$ cat config.mk
export PLATFORM = sky130hd
export DESIGN_NAME = debug_state_capture_regs
export DESIGN_NICKNAME = d
export VERILOG_FILES = /design/src/include/dbg_regs_pkg.sv /design/src/core/dbg_scratch_mem.sv /design/src/core/debug_state_capture_regs.sv /design/src/core/ibreak_unit.sv
export SDC_FILE = /design/constraint.sdc
export NUM_CORES = 2
export LEC_CHECK = 0
export ABC_AREA = 1
export BUFFER_PORTS_ARGS = -buffer_cell sky130_fd_sc_hd__buf_2
export CORE_MARGIN = 4
export CORE_UTILIZATION = 50
export CTS_CLUSTER_DIAMETER = 150
export CTS_CLUSTER_SIZE = 40
export DETAILED_ROUTE_END_ITERATION = 12
export PLACE_DENSITY_LB_ADDON = 0.12
export SYNTH_ARGS = -nofsm -noshare
export SYNTH_HDL_FRONTEND = slang
export SYNTH_SLANG_ARGS = --single-unit
$ cat constraint.sdc
create_clock -name sys_clk -period 1.6 [get_ports sys_clk]
set_input_delay 0.32 -clock sys_clk [delete_from_list [all_inputs] [get_ports sys_clk]]
set_output_delay 0.32 -clock sys_clk [all_outputs]
set_load 0.005 [all_outputs]
$ cat src/include/dbg_regs_pkg.sv
// Package for the debug state capture register block
package dbg_regs_pkg;

	localparam int ADDR_W = 8;
	localparam int DATA_W = 32;
	localparam int NUM_THREADS = 8;
	localparam int NUM_IBREAK = 4;
	localparam int NUM_SCRATCH = 8;

	// Register offsets (processor-status numbering)
	localparam logic [7:0] OFS_SAVED_STATUS = 8'h10;
	localparam logic [7:0] OFS_SAVED_PC = 8'h11;
	localparam logic [7:0] OFS_SAVED_SP = 8'h12;
	localparam logic [7:0] OFS_FETCH_THREAD = 8'h13;
	localparam logic [7:0] OFS_FETCH_REG = 8'h14;
	localparam logic [7:0] OFS_CAUSE = 8'h15;
	localparam logic [7:0] OFS_INFO = 8'h16;
	localparam logic [7:0] OFS_STALL_MASK = 8'h18;
	localparam logic [7:0] OFS_SCRATCH = 8'h20;
	localparam logic [7:0] OFS_INSTR_BREAK_ADDRESS = 8'h30;
	localparam logic [7:0] OFS_IBREAK_CTRL = 8'h40;

	// Saved status word: writable bits and read-only issue mode copy
	localparam logic [31:0] STATUS_RW_MASK = 32'h000006DF;
	localparam int STATUS_ISSUE_BIT = 8;
	localparam logic [31:0] FETCH_THREAD_MASK = 32'h000000FF;
	localparam logic [31:0] FETCH_REG_MASK = 32'h0000001F;
	localparam logic [31:0] CAUSE_MASK = 32'h0003FF07;
	localparam logic [31:0] STALL_MASK_MASK = 32'h000000FF;
	localparam logic [31:0] IBREAK_CTRL_MASK = 32'h00FF0003;

	// Cause field position and reset
	localparam int CAUSE_CODE_LSB = 0;
	localparam int CAUSE_THREAD_LSB = 8;
	localparam int CAUSE_INDEX_LSB = 16;
	localparam logic [2:0] CAUSE_RESET = 3'h0;
	localparam int BRK_EN_BIT = 0;
	localparam int BRK_NE_BIT = 1;
	localparam int BRK_THREAD_LSB = 16;

	typedef enum logic [2:0] {
		CAUSE_NONE = 3'h0,
		CAUSE_HOST = 3'h1,
		CAUSE_DEBUG_CALL_INSTRUCTION = 3'h2,
		CAUSE_IBREAK = 3'h3,
		CAUSE_DWATCH = 3'h4,
		CAUSE_RWATCH = 3'h5
	} cause_e;

	// Register access request
	typedef struct packed {
		logic wr;
		logic rd;
		logic [7:0] addr;
		logic [31:0] wdata;
	} reg_req_s;

	// State of the interrupted thread and the trigger, presented at entry
	typedef struct packed {
		logic take;
		cause_e cause;
		logic [7:0] thread;
		logic [1:0] watch_index;
		logic [31:0] status;
		logic [31:0] pc;
		logic [31:0] sp;
		logic [31:0] info;
	} dbg_entry_s;

endpackage

$ cat src/core/dbg_scratch_mem.sv
// Shared scratch words with two access ports and registered read data
`timescale 1ns/1ps
module dbg_scratch_mem #(
	parameter int DEPTH = 8,
	parameter int WIDTH = 32
) (
	input wire logic sys_clk,
	input wire logic rst_n,
	input wire logic a_we,
	input wire logic [$clog2(DEPTH)-1:0] a_addr,
	input wire logic [WIDTH-1:0] a_wdata,
	output logic [WIDTH-1:0] a_rdata,
	input wire logic b_we,
	input wire logic [$clog2(DEPTH)-1:0] b_addr,
	input wire logic [WIDTH-1:0] b_wdata,
	output logic [WIDTH-1:0] b_rdata
);
	logic [WIDTH-1:0] mem [DEPTH];

	// Port A wins if both write the same word
	always_ff @(posedge sys_clk or negedge rst_n) begin
		if (!rst_n) begin
			for (int i = 0; i < DEPTH; i++) mem[i] <= '0;
		end else begin
			if (b_we) mem[b_addr] <= b_wdata;
			if (a_we) mem[a_addr] <= a_wdata;
		end
	end

	always_ff @(posedge sys_clk or negedge rst_n) begin
		if (!rst_n) begin
			a_rdata <= '0;
			b_rdata <= '0;
		end else begin
			a_rdata <= mem[a_addr];
			b_rdata <= mem[b_addr];
		end
	end
endmodule // dbg_scratch_mem

$ cat src/core/debug_state_capture_regs.sv
// Debug state capture register block
// Summary of operation
// - Debug entry captures interrupted status word
// - Status bit 7 fast, bit 6 paused
// - Status bits 4..0 mode flags, bit 5 reserved
// - Bit 10 space id, 9 entry issue, 8 read-only
// - Debug entry captures program counter at 0x11
// - Debug entry captures stack pointer at 0x12
// - Fetch thread number in low eight bits
// - Fetch register number in low five bits
// - Three-bit cause code, reset zero
// - Causing thread in 15:8, zero for host
// - Data watchpoint stores effective address
// - Resource watchpoint stores resource identifier
// - Per-thread stall mask bits stop threads outside debug
// - Scratch words shared with tile configuration space
// - Breakpoint address match raises debug interrupt
// - Four independent breakpoints at 0x30..0x33
// - Enable bit, inequality select, per-thread enables
`timescale 1ns/1ps
module debug_state_capture_regs #(
	parameter int THREADS = dbg_regs_pkg::NUM_THREADS,
	parameter int BREAKS = dbg_regs_pkg::NUM_IBREAK,
	parameter int SCRATCH = dbg_regs_pkg::NUM_SCRATCH
) (
	input wire logic sys_clk,
	input wire logic rst_n,
	// Processor-status access from the tile
	input wire dbg_regs_pkg::reg_req_s ps_req,
	output logic [31:0] ps_rdata,
	output logic ps_rvalid,
	// Tile configuration access (JTAG path) to scratch words
	input wire logic cfg_scratch_we,
	input wire logic [2:0] cfg_scratch_addr,
	input wire logic [31:0] cfg_scratch_wdata,
	output logic [31:0] cfg_scratch_rdata,
	// Debug entry from the pipeline
	input wire dbg_regs_pkg::dbg_entry_s entry,
	// Current issue mode of the thread in debug
	input wire logic issue_mode_bit,
	// Program counter of the issuing thread
	input wire logic pc_valid,
	input wire logic [31:0] issue_pc,
	input wire logic [7:0] issue_thread,
	input wire logic in_debug_mode,
	// Breakpoint request and lowest firing index
	output logic ibreak_hit,
	output logic [1:0] ibreak_index,
	output logic [THREADS-1:0] thread_stall,
	output logic [7:0] remote_fetch_thread,
	output logic [4:0] remote_fetch_register
);
	logic [31:0] saved_status;
	logic [31:0] saved_pc;
	logic [31:0] saved_sp;
	logic [31:0] fetch_thread;
	logic [31:0] fetch_reg;
	logic [31:0] cause;
	logic [31:0] info;
	logic [31:0] stall_mask;
	logic [31:0] brk_addr [BREAKS];
	logic [31:0] brk_ctrl [BREAKS];
	logic [31:0] scratch_rdata;
	logic [31:0] next_rdata;
	logic [31:0] next_cause;
	logic [31:0] next_info;
	logic rd_scratch_q;
	logic [BREAKS-1:0] hits;

	function automatic logic hit_reg(input logic [7:0] a,
			input logic [7:0] ofs);
		return a == ofs;
	endfunction

	function automatic logic hit_range(input logic [7:0] a,
			input logic [7:0] base, input int n);
		return (a >= base) && (a < base + 8'(n));
	endfunction

	function automatic logic is_watch(input dbg_regs_pkg::cause_e c);
		return c == dbg_regs_pkg::CAUSE_DWATCH ||
			c == dbg_regs_pkg::CAUSE_RWATCH;
	endfunction

	wire logic wr = ps_req.wr;
	wire logic [7:0] addr = ps_req.addr;
	wire logic [31:0] wd = ps_req.wdata;
	wire logic sel_status = hit_reg(addr, dbg_regs_pkg::OFS_SAVED_STATUS);
	wire logic sel_pc = hit_reg(addr, dbg_regs_pkg::OFS_SAVED_PC);
	wire logic sel_sp = hit_reg(addr, dbg_regs_pkg::OFS_SAVED_SP);
	wire logic sel_fthr = hit_reg(addr, dbg_regs_pkg::OFS_FETCH_THREAD);
	wire logic sel_freg = hit_reg(addr, dbg_regs_pkg::OFS_FETCH_REG);
	wire logic sel_cause = hit_reg(addr, dbg_regs_pkg::OFS_CAUSE);
	wire logic sel_info = hit_reg(addr, dbg_regs_pkg::OFS_INFO);
	wire logic sel_stall = hit_reg(addr, dbg_regs_pkg::OFS_STALL_MASK);
	wire logic sel_scr = hit_range(addr, dbg_regs_pkg::OFS_SCRATCH,
		SCRATCH);
	wire logic sel_baddr = hit_range(addr, dbg_regs_pkg::OFS_INSTR_BREAK_ADDRESS,
		BREAKS);
	wire logic sel_bctrl = hit_range(addr, dbg_regs_pkg::OFS_IBREAK_CTRL,
		BREAKS);
	wire logic [1:0] brk_sel = addr[1:0];
	wire logic take = entry.take;

	// One physical scratch set, two access ports
	dbg_scratch_mem #(
		.DEPTH(SCRATCH),
		.WIDTH(32)
	) u_scratch (
		.sys_clk(sys_clk),
		.rst_n(rst_n),
		.a_we(wr && sel_scr),
		.a_addr(addr[2:0]),
		.a_wdata(wd),
		.a_rdata(scratch_rdata),
		.b_we(cfg_scratch_we),
		.b_addr(cfg_scratch_addr),
		.b_wdata(cfg_scratch_wdata),
		.b_rdata(cfg_scratch_rdata)
	);

	genvar g;
	generate
		for (g = 0; g < BREAKS; g++) begin : g_brk
			ibreak_unit #(
				.THREADS(THREADS)
			) u_brk (
				.break_addr(brk_addr[g]),
				.ctrl(brk_ctrl[g]),
				.pc(issue_pc),
				.thread(issue_thread),
				.pc_valid(pc_valid && !in_debug_mode),
				.hit(hits[g])
			);
		end
	endgenerate

	always_comb begin
		ibreak_index = 2'h0;
		for (int i = BREAKS - 1; i >= 0; i--) begin
			if (hits[i]) ibreak_index = 2'(i);
		end
	end
	assign ibreak_hit = |hits;

	always_comb begin
		next_cause = 32'h00000000;
		next_cause[dbg_regs_pkg::CAUSE_CODE_LSB +: 3] = entry.cause;
		if (entry.cause != dbg_regs_pkg::CAUSE_HOST) begin
			next_cause[dbg_regs_pkg::CAUSE_THREAD_LSB +: 8] = entry.thread;
		end
		// Index zero for host and call
		if (entry.cause == dbg_regs_pkg::CAUSE_IBREAK ||
				is_watch(entry.cause)) begin
			next_cause[dbg_regs_pkg::CAUSE_INDEX_LSB +: 2] =
				entry.watch_index;
		end
	end

	always_comb begin
		next_info = info;
		if (is_watch(entry.cause)) begin
			next_info = entry.info;
		end
	end

	// Capture wins over a same-cycle write
	wire logic sw_wr = wr && !take;
	wire logic we_status = sw_wr && sel_status;
	wire logic we_pc = sw_wr && sel_pc;
	wire logic we_sp = sw_wr && sel_sp;
	wire logic we_cause = sw_wr && sel_cause;
	wire logic we_info = sw_wr && sel_info;
	wire logic we_fthr = wr && sel_fthr;
	wire logic we_freg = wr && sel_freg;
	wire logic we_stall = wr && sel_stall;

	// Bit 8 never stored, read live
	wire logic [31:0] next_status = dbg_regs_pkg::STATUS_RW_MASK &
		(take ? entry.status : wd);
	wire logic [31:0] next_pc = take ? entry.pc : wd;
	wire logic [31:0] next_sp = take ? entry.sp : wd;
	// Reserved cause bits masked on write
	wire logic [31:0] next_cause_word = take ? next_cause :
		wd & dbg_regs_pkg::CAUSE_MASK;
	wire logic [31:0] next_info_word = take ? next_info : wd;

	always_ff @(posedge sys_clk or negedge rst_n) begin
		if (!rst_n) begin
			saved_status <= 32'h00000000;
		end else if (take || we_status) begin
			saved_status <= next_status;
		end
	end

	always_ff @(posedge sys_clk or negedge rst_n) begin
		if (!rst_n) begin
			saved_pc <= 32'h00000000;
		end else if (take || we_pc) begin
			saved_pc <= next_pc;
		end
	end

	always_ff @(posedge sys_clk or negedge rst_n) begin
		if (!rst_n) begin
			saved_sp <= 32'h00000000;
		end else if (take || we_sp) begin
			saved_sp <= next_sp;
		end
	end

	// Cause word, code resets to zero
	always_ff @(posedge sys_clk or negedge rst_n) begin
		if (!rst_n) begin
			cause <= 32'(dbg_regs_pkg::CAUSE_RESET);
		end else if (take || we_cause) begin
			cause <= next_cause_word;
		end
	end

	// Trigger data, kept unless a watchpoint fired
	always_ff @(posedge sys_clk or negedge rst_n) begin
		if (!rst_n) begin
			info <= 32'h00000000;
		end else if (take || we_info) begin
			info <= next_info_word;
		end
	end

	always_ff @(posedge sys_clk or negedge rst_n) begin
		if (!rst_n) begin
			fetch_thread <= 32'h00000000;
		end else if (we_fthr) begin
			fetch_thread <= wd & dbg_regs_pkg::FETCH_THREAD_MASK;
		end
	end

	always_ff @(posedge sys_clk or negedge rst_n) begin
		if (!rst_n) begin
			fetch_reg <= 32'h00000000;
		end else if (we_freg) begin
			fetch_reg <= wd & dbg_regs_pkg::FETCH_REG_MASK;
		end
	end

	always_ff @(posedge sys_clk or negedge rst_n) begin
		if (!rst_n) begin
			stall_mask <= 32'h00000000;
		end else if (we_stall) begin
			stall_mask <= wd & dbg_regs_pkg::STALL_MASK_MASK;
		end
	end

	// Breakpoint addresses
	always_ff @(posedge sys_clk or negedge rst_n) begin
		if (!rst_n) begin
			for (int i = 0; i < BREAKS; i++) begin
				brk_addr[i] <= 32'h00000000;
			end
		end else if (wr && sel_baddr) begin
			brk_addr[brk_sel] <= wd;
		end
	end

	always_ff @(posedge sys_clk or negedge rst_n) begin
		if (!rst_n) begin
			for (int i = 0; i < BREAKS; i++) begin
				brk_ctrl[i] <= 32'h00000000;
			end
		end else if (wr && sel_bctrl) begin
			brk_ctrl[brk_sel] <=
				wd & dbg_regs_pkg::IBREAK_CTRL_MASK;
		end
	end

	assign thread_stall = in_debug_mode ? '0 : stall_mask[THREADS-1:0];
	assign remote_fetch_thread = fetch_thread[7:0];
	assign remote_fetch_register = fetch_reg[4:0];

	// Live issue mode copy in bit 8
	wire logic [31:0] status_view = saved_status |
		(32'(issue_mode_bit) << dbg_regs_pkg::STATUS_ISSUE_BIT);

	// Selects are one-hot, so gated words are ORed
	// Unmapped and reserved read zero
	wire logic [31:0] rd_status = {32{sel_status}} & status_view;
	wire logic [31:0] rd_pc = {32{sel_pc}} & saved_pc;
	wire logic [31:0] rd_sp = {32{sel_sp}} & saved_sp;
	wire logic [31:0] rd_fthr = {32{sel_fthr}} & fetch_thread;
	wire logic [31:0] rd_freg = {32{sel_freg}} & fetch_reg;
	wire logic [31:0] rd_cause = {32{sel_cause}} & cause;
	wire logic [31:0] rd_info = {32{sel_info}} & info;
	wire logic [31:0] rd_stall = {32{sel_stall}} & stall_mask;
	wire logic [31:0] rd_baddr = {32{sel_baddr}} & brk_addr[brk_sel];
	wire logic [31:0] rd_bctrl = {32{sel_bctrl}} & brk_ctrl[brk_sel];
	assign next_rdata = rd_status | rd_pc | rd_sp | rd_fthr | rd_freg |
		rd_cause | rd_info | rd_stall | rd_baddr | rd_bctrl;

	// Register reads answer one cycle later
	logic [31:0] rdata_q;
	always_ff @(posedge sys_clk or negedge rst_n) begin
		if (!rst_n) begin
			rdata_q <= 32'h00000000;
		end else begin
			rdata_q <= next_rdata;
		end
	end

	// Marks a read of the scratch words
	always_ff @(posedge sys_clk or negedge rst_n) begin
		if (!rst_n) begin
			rd_scratch_q <= 1'b0;
		end else begin
			rd_scratch_q <= ps_req.rd && sel_scr;
		end
	end

	// Read answer one cycle after the request
	always_ff @(posedge sys_clk or negedge rst_n) begin
		if (!rst_n) begin
			ps_rvalid <= 1'b0;
		end else begin
			ps_rvalid <= ps_req.rd;
		end
	end

	// Scratch data comes from the memory's own register
	assign ps_rdata = rd_scratch_q ? scratch_rdata : rdata_q;
endmodule // debug_state_capture_regs

$ cat src/core/ibreak_unit.sv
// One instruction breakpoint comparator
`timescale 1ns/1ps
module ibreak_unit #(
	parameter int THREADS = 8
) (
	input wire logic [31:0] break_addr,
	input wire logic [31:0] ctrl,
	input wire logic [31:0] pc,
	input wire logic [7:0] thread,
	input wire logic pc_valid,
	output logic hit
);
	wire logic enabled = ctrl[dbg_regs_pkg::BRK_EN_BIT];
	wire logic not_equal = ctrl[dbg_regs_pkg::BRK_NE_BIT];
	wire logic [THREADS-1:0] thr_en =
		ctrl[dbg_regs_pkg::BRK_THREAD_LSB +: THREADS];
	wire logic same = (pc == break_addr);
	wire logic thr_ok = (thread < THREADS) &&
		thr_en[thread[$clog2(THREADS)-1:0]];

	assign hit = pc_valid && enabled && thr_ok && (same ^ not_equal);
endmodule // ibreak_unit

# ---- After elaboration in Yosys (flattened, before gate mapping)
# Cells that the tools add are included.
dict set report classes {
  n_lt_le_gt_ge 14
  bitwise_logic 27
  n_mux 46
  n_eq_ne 17
  reduce_logical 47
}
# operator count
set ops {}
lappend ops {{$bwmux 256} 2}
lappend ops {{$mux 256} 2}
lappend ops {{$mux 32} 16}
lappend ops {{$or 32x32->32} 9}
lappend ops {{$bwmux 128} 2}
lappend ops {{$and 32x32->32} 6}
lappend ops {{$bmux 32 s3} 2}
lappend ops {{$demux 32 s3} 2}
lappend ops {{$bmux 32 s2} 2}
lappend ops {{$eq 32x32->1} 4}
lappend ops {{$and 32x8->32} 2}
lappend ops {{$demux 32 s2} 1}
lappend ops {{$eq 8x5->1 const B} 8}
lappend ops {{$logic_and 1x1->1} 36}
lappend ops {{$and 32x11->32} 1}
lappend ops {{$and 32x5->32} 1}
lappend ops {{$mux 18} 1}
lappend ops {{$ge 8x6->1 const B} 2}
lappend ops {{$lt 8x6->1 const B} 2}
lappend ops {{$mux 8} 2}
lappend ops {{$bmux 1 s3} 4}
lappend ops {{$mux 11} 1}
lappend ops {{$or 11x9->11} 1}
lappend ops {{$mux 2} 5}
lappend ops {{other kinds (20)} 37}
dict set report word_totals {
  output_inout_bits 89
  elab_cells 180
  inputBits 265
  reg_bits 768
}

# ---- Depth between registers and ports, before layout
dict set report logic_depth {
  word_depth 11
  depth_mapped 13
  ltp_nobuf 13
}

# ---- Cells and area by module
# A second synthesis with hierarchy kept.
dict set report unflattened {
  hier_cells 5955
  area_unflattened_um2 39113.8
}
# module seq_area_each_um2 cells_each instances area_each_um2
set by_module_without_submodules {}
lappend by_module_without_submodules {dbg_scratch_mem 8007.7 3261 1 20088.0}
lappend by_module_without_submodules {debug_state_capture_regs 8533.2 2194 1 16628.4}
lappend by_module_without_submodules {ibreak_unit 0.0 125 4 599.3}

# ---- Least setup slack after synthesis
# OpenSTA, ideal clock, no wires.
dict set report synth_path {
  path_kind {input to output}
  start {in issue_pc[6]}
  end {out ibreak_index[1]}
  slack_ns -0.098
  arrival_time_ns 1.378
  path_stages 12
  path_cell_list {clkbuf_1 xnor2_1 nand2_1 nor2_1 nand2_1 nor2_1 nand2_1 nand2_1 nand3_1 o21ai_1 inv_1 nor2_1}
}
dict set report synth_via {
  elab_chain_len 7
  word_cells_on_any_way 16
  classes_between {eq/ne (4); mux (4); bitwise (4); reduce/logical (4)}
}
# item line
set synth_lines {}
lappend synth_lines {{start, declared} debug_state_capture_regs.sv:43} ;# input wire logic [31:0] issue_pc,
lappend synth_lines {{$eq 32x32->1} ibreak_unit.sv:17} ;# wire logic same = (pc == break_addr);
lappend synth_lines {{$xor 1x1->1} ibreak_unit.sv:21} ;# assign hit = pc_valid && enabled && thr_ok && (same ^ not_equal);
lappend synth_lines {{$logic_and 1x1->1} ibreak_unit.sv:21}
lappend synth_lines {{$mux 2 (3 in series)} debug_state_capture_regs.sv:141} ;# if (hits[i]) ibreak_index = 2'(i);
lappend synth_lines {{$mux 2 *} debug_state_capture_regs.sv:141}
lappend synth_lines {{end, declared} debug_state_capture_regs.sv:48} ;# output logic [1:0] ibreak_index,
# Mark *: on every way between the ends. The rest lies on a longest branch, timed or not.

# ---- Worst setup path after layout
dict set report layout_path {
  start {reg brk_addr[62] (netlist name)}
  end {out ibreak_index[0]}
}
dict set report layout_via {
  elab_chain_len 6
}
# item line
set layout_lines {}
lappend layout_lines {{start, declared} debug_state_capture_regs.sv:61} ;# logic [31:0] brk_addr [BREAKS];
lappend layout_lines {{start signal, assigned by index} debug_state_capture_regs.sv:261} ;# brk_addr[brk_sel] <= wd;
lappend layout_lines {{$eq 32x32->1} ibreak_unit.sv:17}
lappend layout_lines {{$xor 1x1->1} ibreak_unit.sv:21}
lappend layout_lines {{$logic_and 1x1->1} ibreak_unit.sv:21}
lappend layout_lines {{$mux 2 (3 in series)} debug_state_capture_regs.sv:141}
# Every way passes these cells.

==> flow_metrics.py <==
metrics = {
    "pwr": {
        "switching_share_pct": 31.8,
        "p_clk_share_pct": 21.3,
        "fin_total_pwr_mw": 36.3,
        "total_leakage_power_nw": 20.3,
        "p_sw_mw": 11.5,
        "irDropWorstVdd_v": 0.000908,
        "powerDensity_nw_per_um2": 842,
        "p_int_mw": 24.8,
        "combinationalPowerShare_pct": 22.5,
        "p_seq_share_pct": 56.2,
    },
    "clock_network": {
        "clk_pin_slew_ps": 150,
        "cts-root-buf": "clkbuf_16",
        "clock_sinks": 661,
        "cts_buffers": 20,
        "htreeDepth": 1,
        "cts_tree": "built",
        "cts.path.max_buffers": 3,
        "clk_latency_ps": 620,
    },
    "synth": {
        "synth.top_cell.area_share_pct": 48.0,
        "synth_fp_nets": 4699,
        "yosysUniqueCellTypes": 48,
        "yosys-top-cells-area": "dfrtp_1, nand2_1, o21ai_0",
        "yosysWarnings": 0,
        "ys_seq_area_share_pct": 48.0,
        "synthCells": 4434,
        "postSynthAreaPerCell_um2": 7.77,
        "async_flop_share_pct": 100,
        "synth_ff_type": "dfrtp_1",
        "netlist_area_um2": 34500,
        "synth_top_area_cell": "dfrtp_1",
        "synth_edf_count": 0,
        "ys_ff_latch": 661,
    },
    "cells_and_area": {
        "layout_common_cells": "nand2_1, o21ai_0, dfrtp_1",
        "reg_top3": "u_scratch.mem x256, brk_addr x128, brk_ctrl x40",
        "final_common_cell": "nand2_1",
        "regMostFlops": "u_scratch.mem",
        "largest_reg_flops": 256,
        "drive_above_1_share_pct": 19.9,
        "areaGrowthSynthToFinish_pct": 25.1,
        "post-route-util_pct": 63.6,
        "fin_area_um2": 43100,
        "finalNetCount": 5327,
    },
    "setup_path": {
        "cp.arrival_ps": 2380,
        "end_kind": "output port",
        "cp_data_required_time_ps": 1280,
        "rrSetupSlack_ps": 30,
        "cp_max_fo": 2,
        "startpoint_type": "flip-flop",
        "path_class": "flip-flop to output port",
    },
    "global_routing": {
        "grt_max_degree": 75,
        "antenna_found_initial": 20,
        "grt_overflow_total": 0,
        "grt_pass1_wl_um": 207000,
        "grt_pass1_vias": 33000,
        "track_usage_pct": 36.6,
    },
    "routing": {
        "wl_per_cell_um": 23.1,
        "num_vias": 35000,
        "drt-initial-drc-count": 4680,
        "dr.pass1.iters": 7,
        "drt-met1-wl_um": 56400,
        "top_layer": "met5",
        "vias_per_cell": 5.88,
        "met3_wirelength_um": 15200,
        "routed_wl_um": 137000,
        "wl_met2_um": 59900,
        "antenna_left": 0,
        "drc": 0,
    },
    "sta": {
        "finalHoldViolations": 0,
        "slew_headroom_pct": 59.0,
        "min_period_ps": 2700,
        "layout_setup_ws_ps": -1100,
        "fmax_mhz": 370,
        "tightest_slew_ps": 608,
        "rsz0062_at_grt": "yes",
        "fin_skew_ps": 43.0,
        "drv_slew": 0,
        "post-route-period-util_pct": 169,
        "setup_viol": 43,
    },
    "min_path": {
        "hp-class": "input port to flip-flop",
    },
    "die": {
        "start_util_pct": 50.9,
        "rows": 95,
        "die_area_um2": 73200,
        "core_um2": 67800,
        "io_pins": 354,
        "die_x_um": 271,
        "die_h_um": 271,
    },
    "outcome": {
        "violations": "negative setup slack",
        "status": "complete, but fails checks",
    },
    "run": {
        "maxCapViolations": 0,
    },
    "placement": {
        "pre_cts_ws_ps": -650,
        "place_congestion": 0.969,
        "portBuffers": 330,
        "hpwl_um": 96300,
        "placed_area_um2": 40600,
    },
}
worst max-delay path: stages (launching register included):
cell     delay (ps)
dfrtp_1         410
xnor2_1         170
buf_4           160
nand2_4          50
nor2_4          120
nand2_2          70
nor2_4          140
nand3_2          90
nand3_2          90
buf_6           100
nand2_2          50
a21oi_2         170
buf_2           140
cell type report:
| type | count | area [um2] |
|---|---|---|
| Clock inverter | 1 | 20.0 |
| Timing Repair Buffer | 939 | 7790 |
| Fill cell | 5956 | 24700 |
| Sequential cell | 661 | 16500 |
| Antenna cell | 16 | 40.0 |
| Multi-Input combinational cell | 3188 | 16100 |
| Clock buffer | 22 | 529 |
| Inverter | 252 | 946 |
| Tap cell | 873 | 1090 |
cell families (layout without fill, tap and decap cells):
group / Yosys count / after routing / share of synthesized area (%)
AND/OR/NAND/NOR: 1707 / 1707 / 19.3
buffers and inverters: 585 / 1214 / 6.61
multiplexers: 33 / 33 / 1.07
AO/OA/AOI/OAI: 1350 / 1350 / 22.5
XOR/XNOR: 98 / 98 / 2.49
flip-flops: 661 / 661 / 48.0
other: 0 / 16 / 0
cell usage after synthesis, types with 32 or more instances:
cell type and count:
a221oi_1 44, o21ai_1 41, xnor2_1 90, inv_1 240
a22oi_1 38, dfrtp_1 661, o211ai_1 60, a31oi_1 100
o21a_1 38, o2111ai_1 39, nor2_1 257, nand3_1 46
o21ai_0 819, mux2_2 32, a21oi_1 105, buf_2 32
nand4_1 33, clkbuf_1 274, nand2_1 1342
power groups by stage:
stage	registers (mW)	logic, mW	clock network [mW]
6_report	20.4	8.18	7.71
3_3_place_gp	20.6	7.59	0
4_1_cts	20.3	8.03	7.76
3_5_place_dp	20.6	7.74	0
2_1_floorplan	20.2	4.53	0
5_1_grt	20.6	9.20	8.31
per-stage QoR:
stage          std cells  hold slack, ps  setup TNS (ps)
3_5_place_dp        5791             164         -176230
3_3_place_gp        5791             167         -167990
2_1_floorplan       4434            24.4           -5300
5_1_grt             5942            5.01          -23240
4_1_cts             5929            1.47          -21900
6_report            5952            16.9          -21770
layer usage:
layer,GRT usage [%],vias up
met5,0,-
met4,13.5,14
met3,7.23,318
met2,55.3,2024
met1,52.8,16600
li1,-,16100
what timing repair did:
action                                  4_1_cts  5_1_grt
pin swaps                                     9       19
endpoints found under the setup margin       48       54
resized for setup                           106       43
cloned                                        4        0
hold buffers                                103        0
endpoints found under the hold margin       346        0
setup buffers                                 9        8
final timing paths:
kind                                            start                 to  depth (start not counted)
worst max-delay path                     brk_addr[62]    ibreak_index[0]                         12
worst min-delay path            cfg_scratch_wdata[13]  u_scratch.mem[13]                          5
worst max register to register          brk_addr[106]        rdata_q[10]                          5
worst min register to register           brk_ctrl[49]       brk_ctrl[49]                          2
max in group asynchronous                       rst_n       saved_pc[30]                          4
min in group asynchronous                       rst_n  u_scratch.mem[50]                          2
Power figures use the tool's default switching activity.
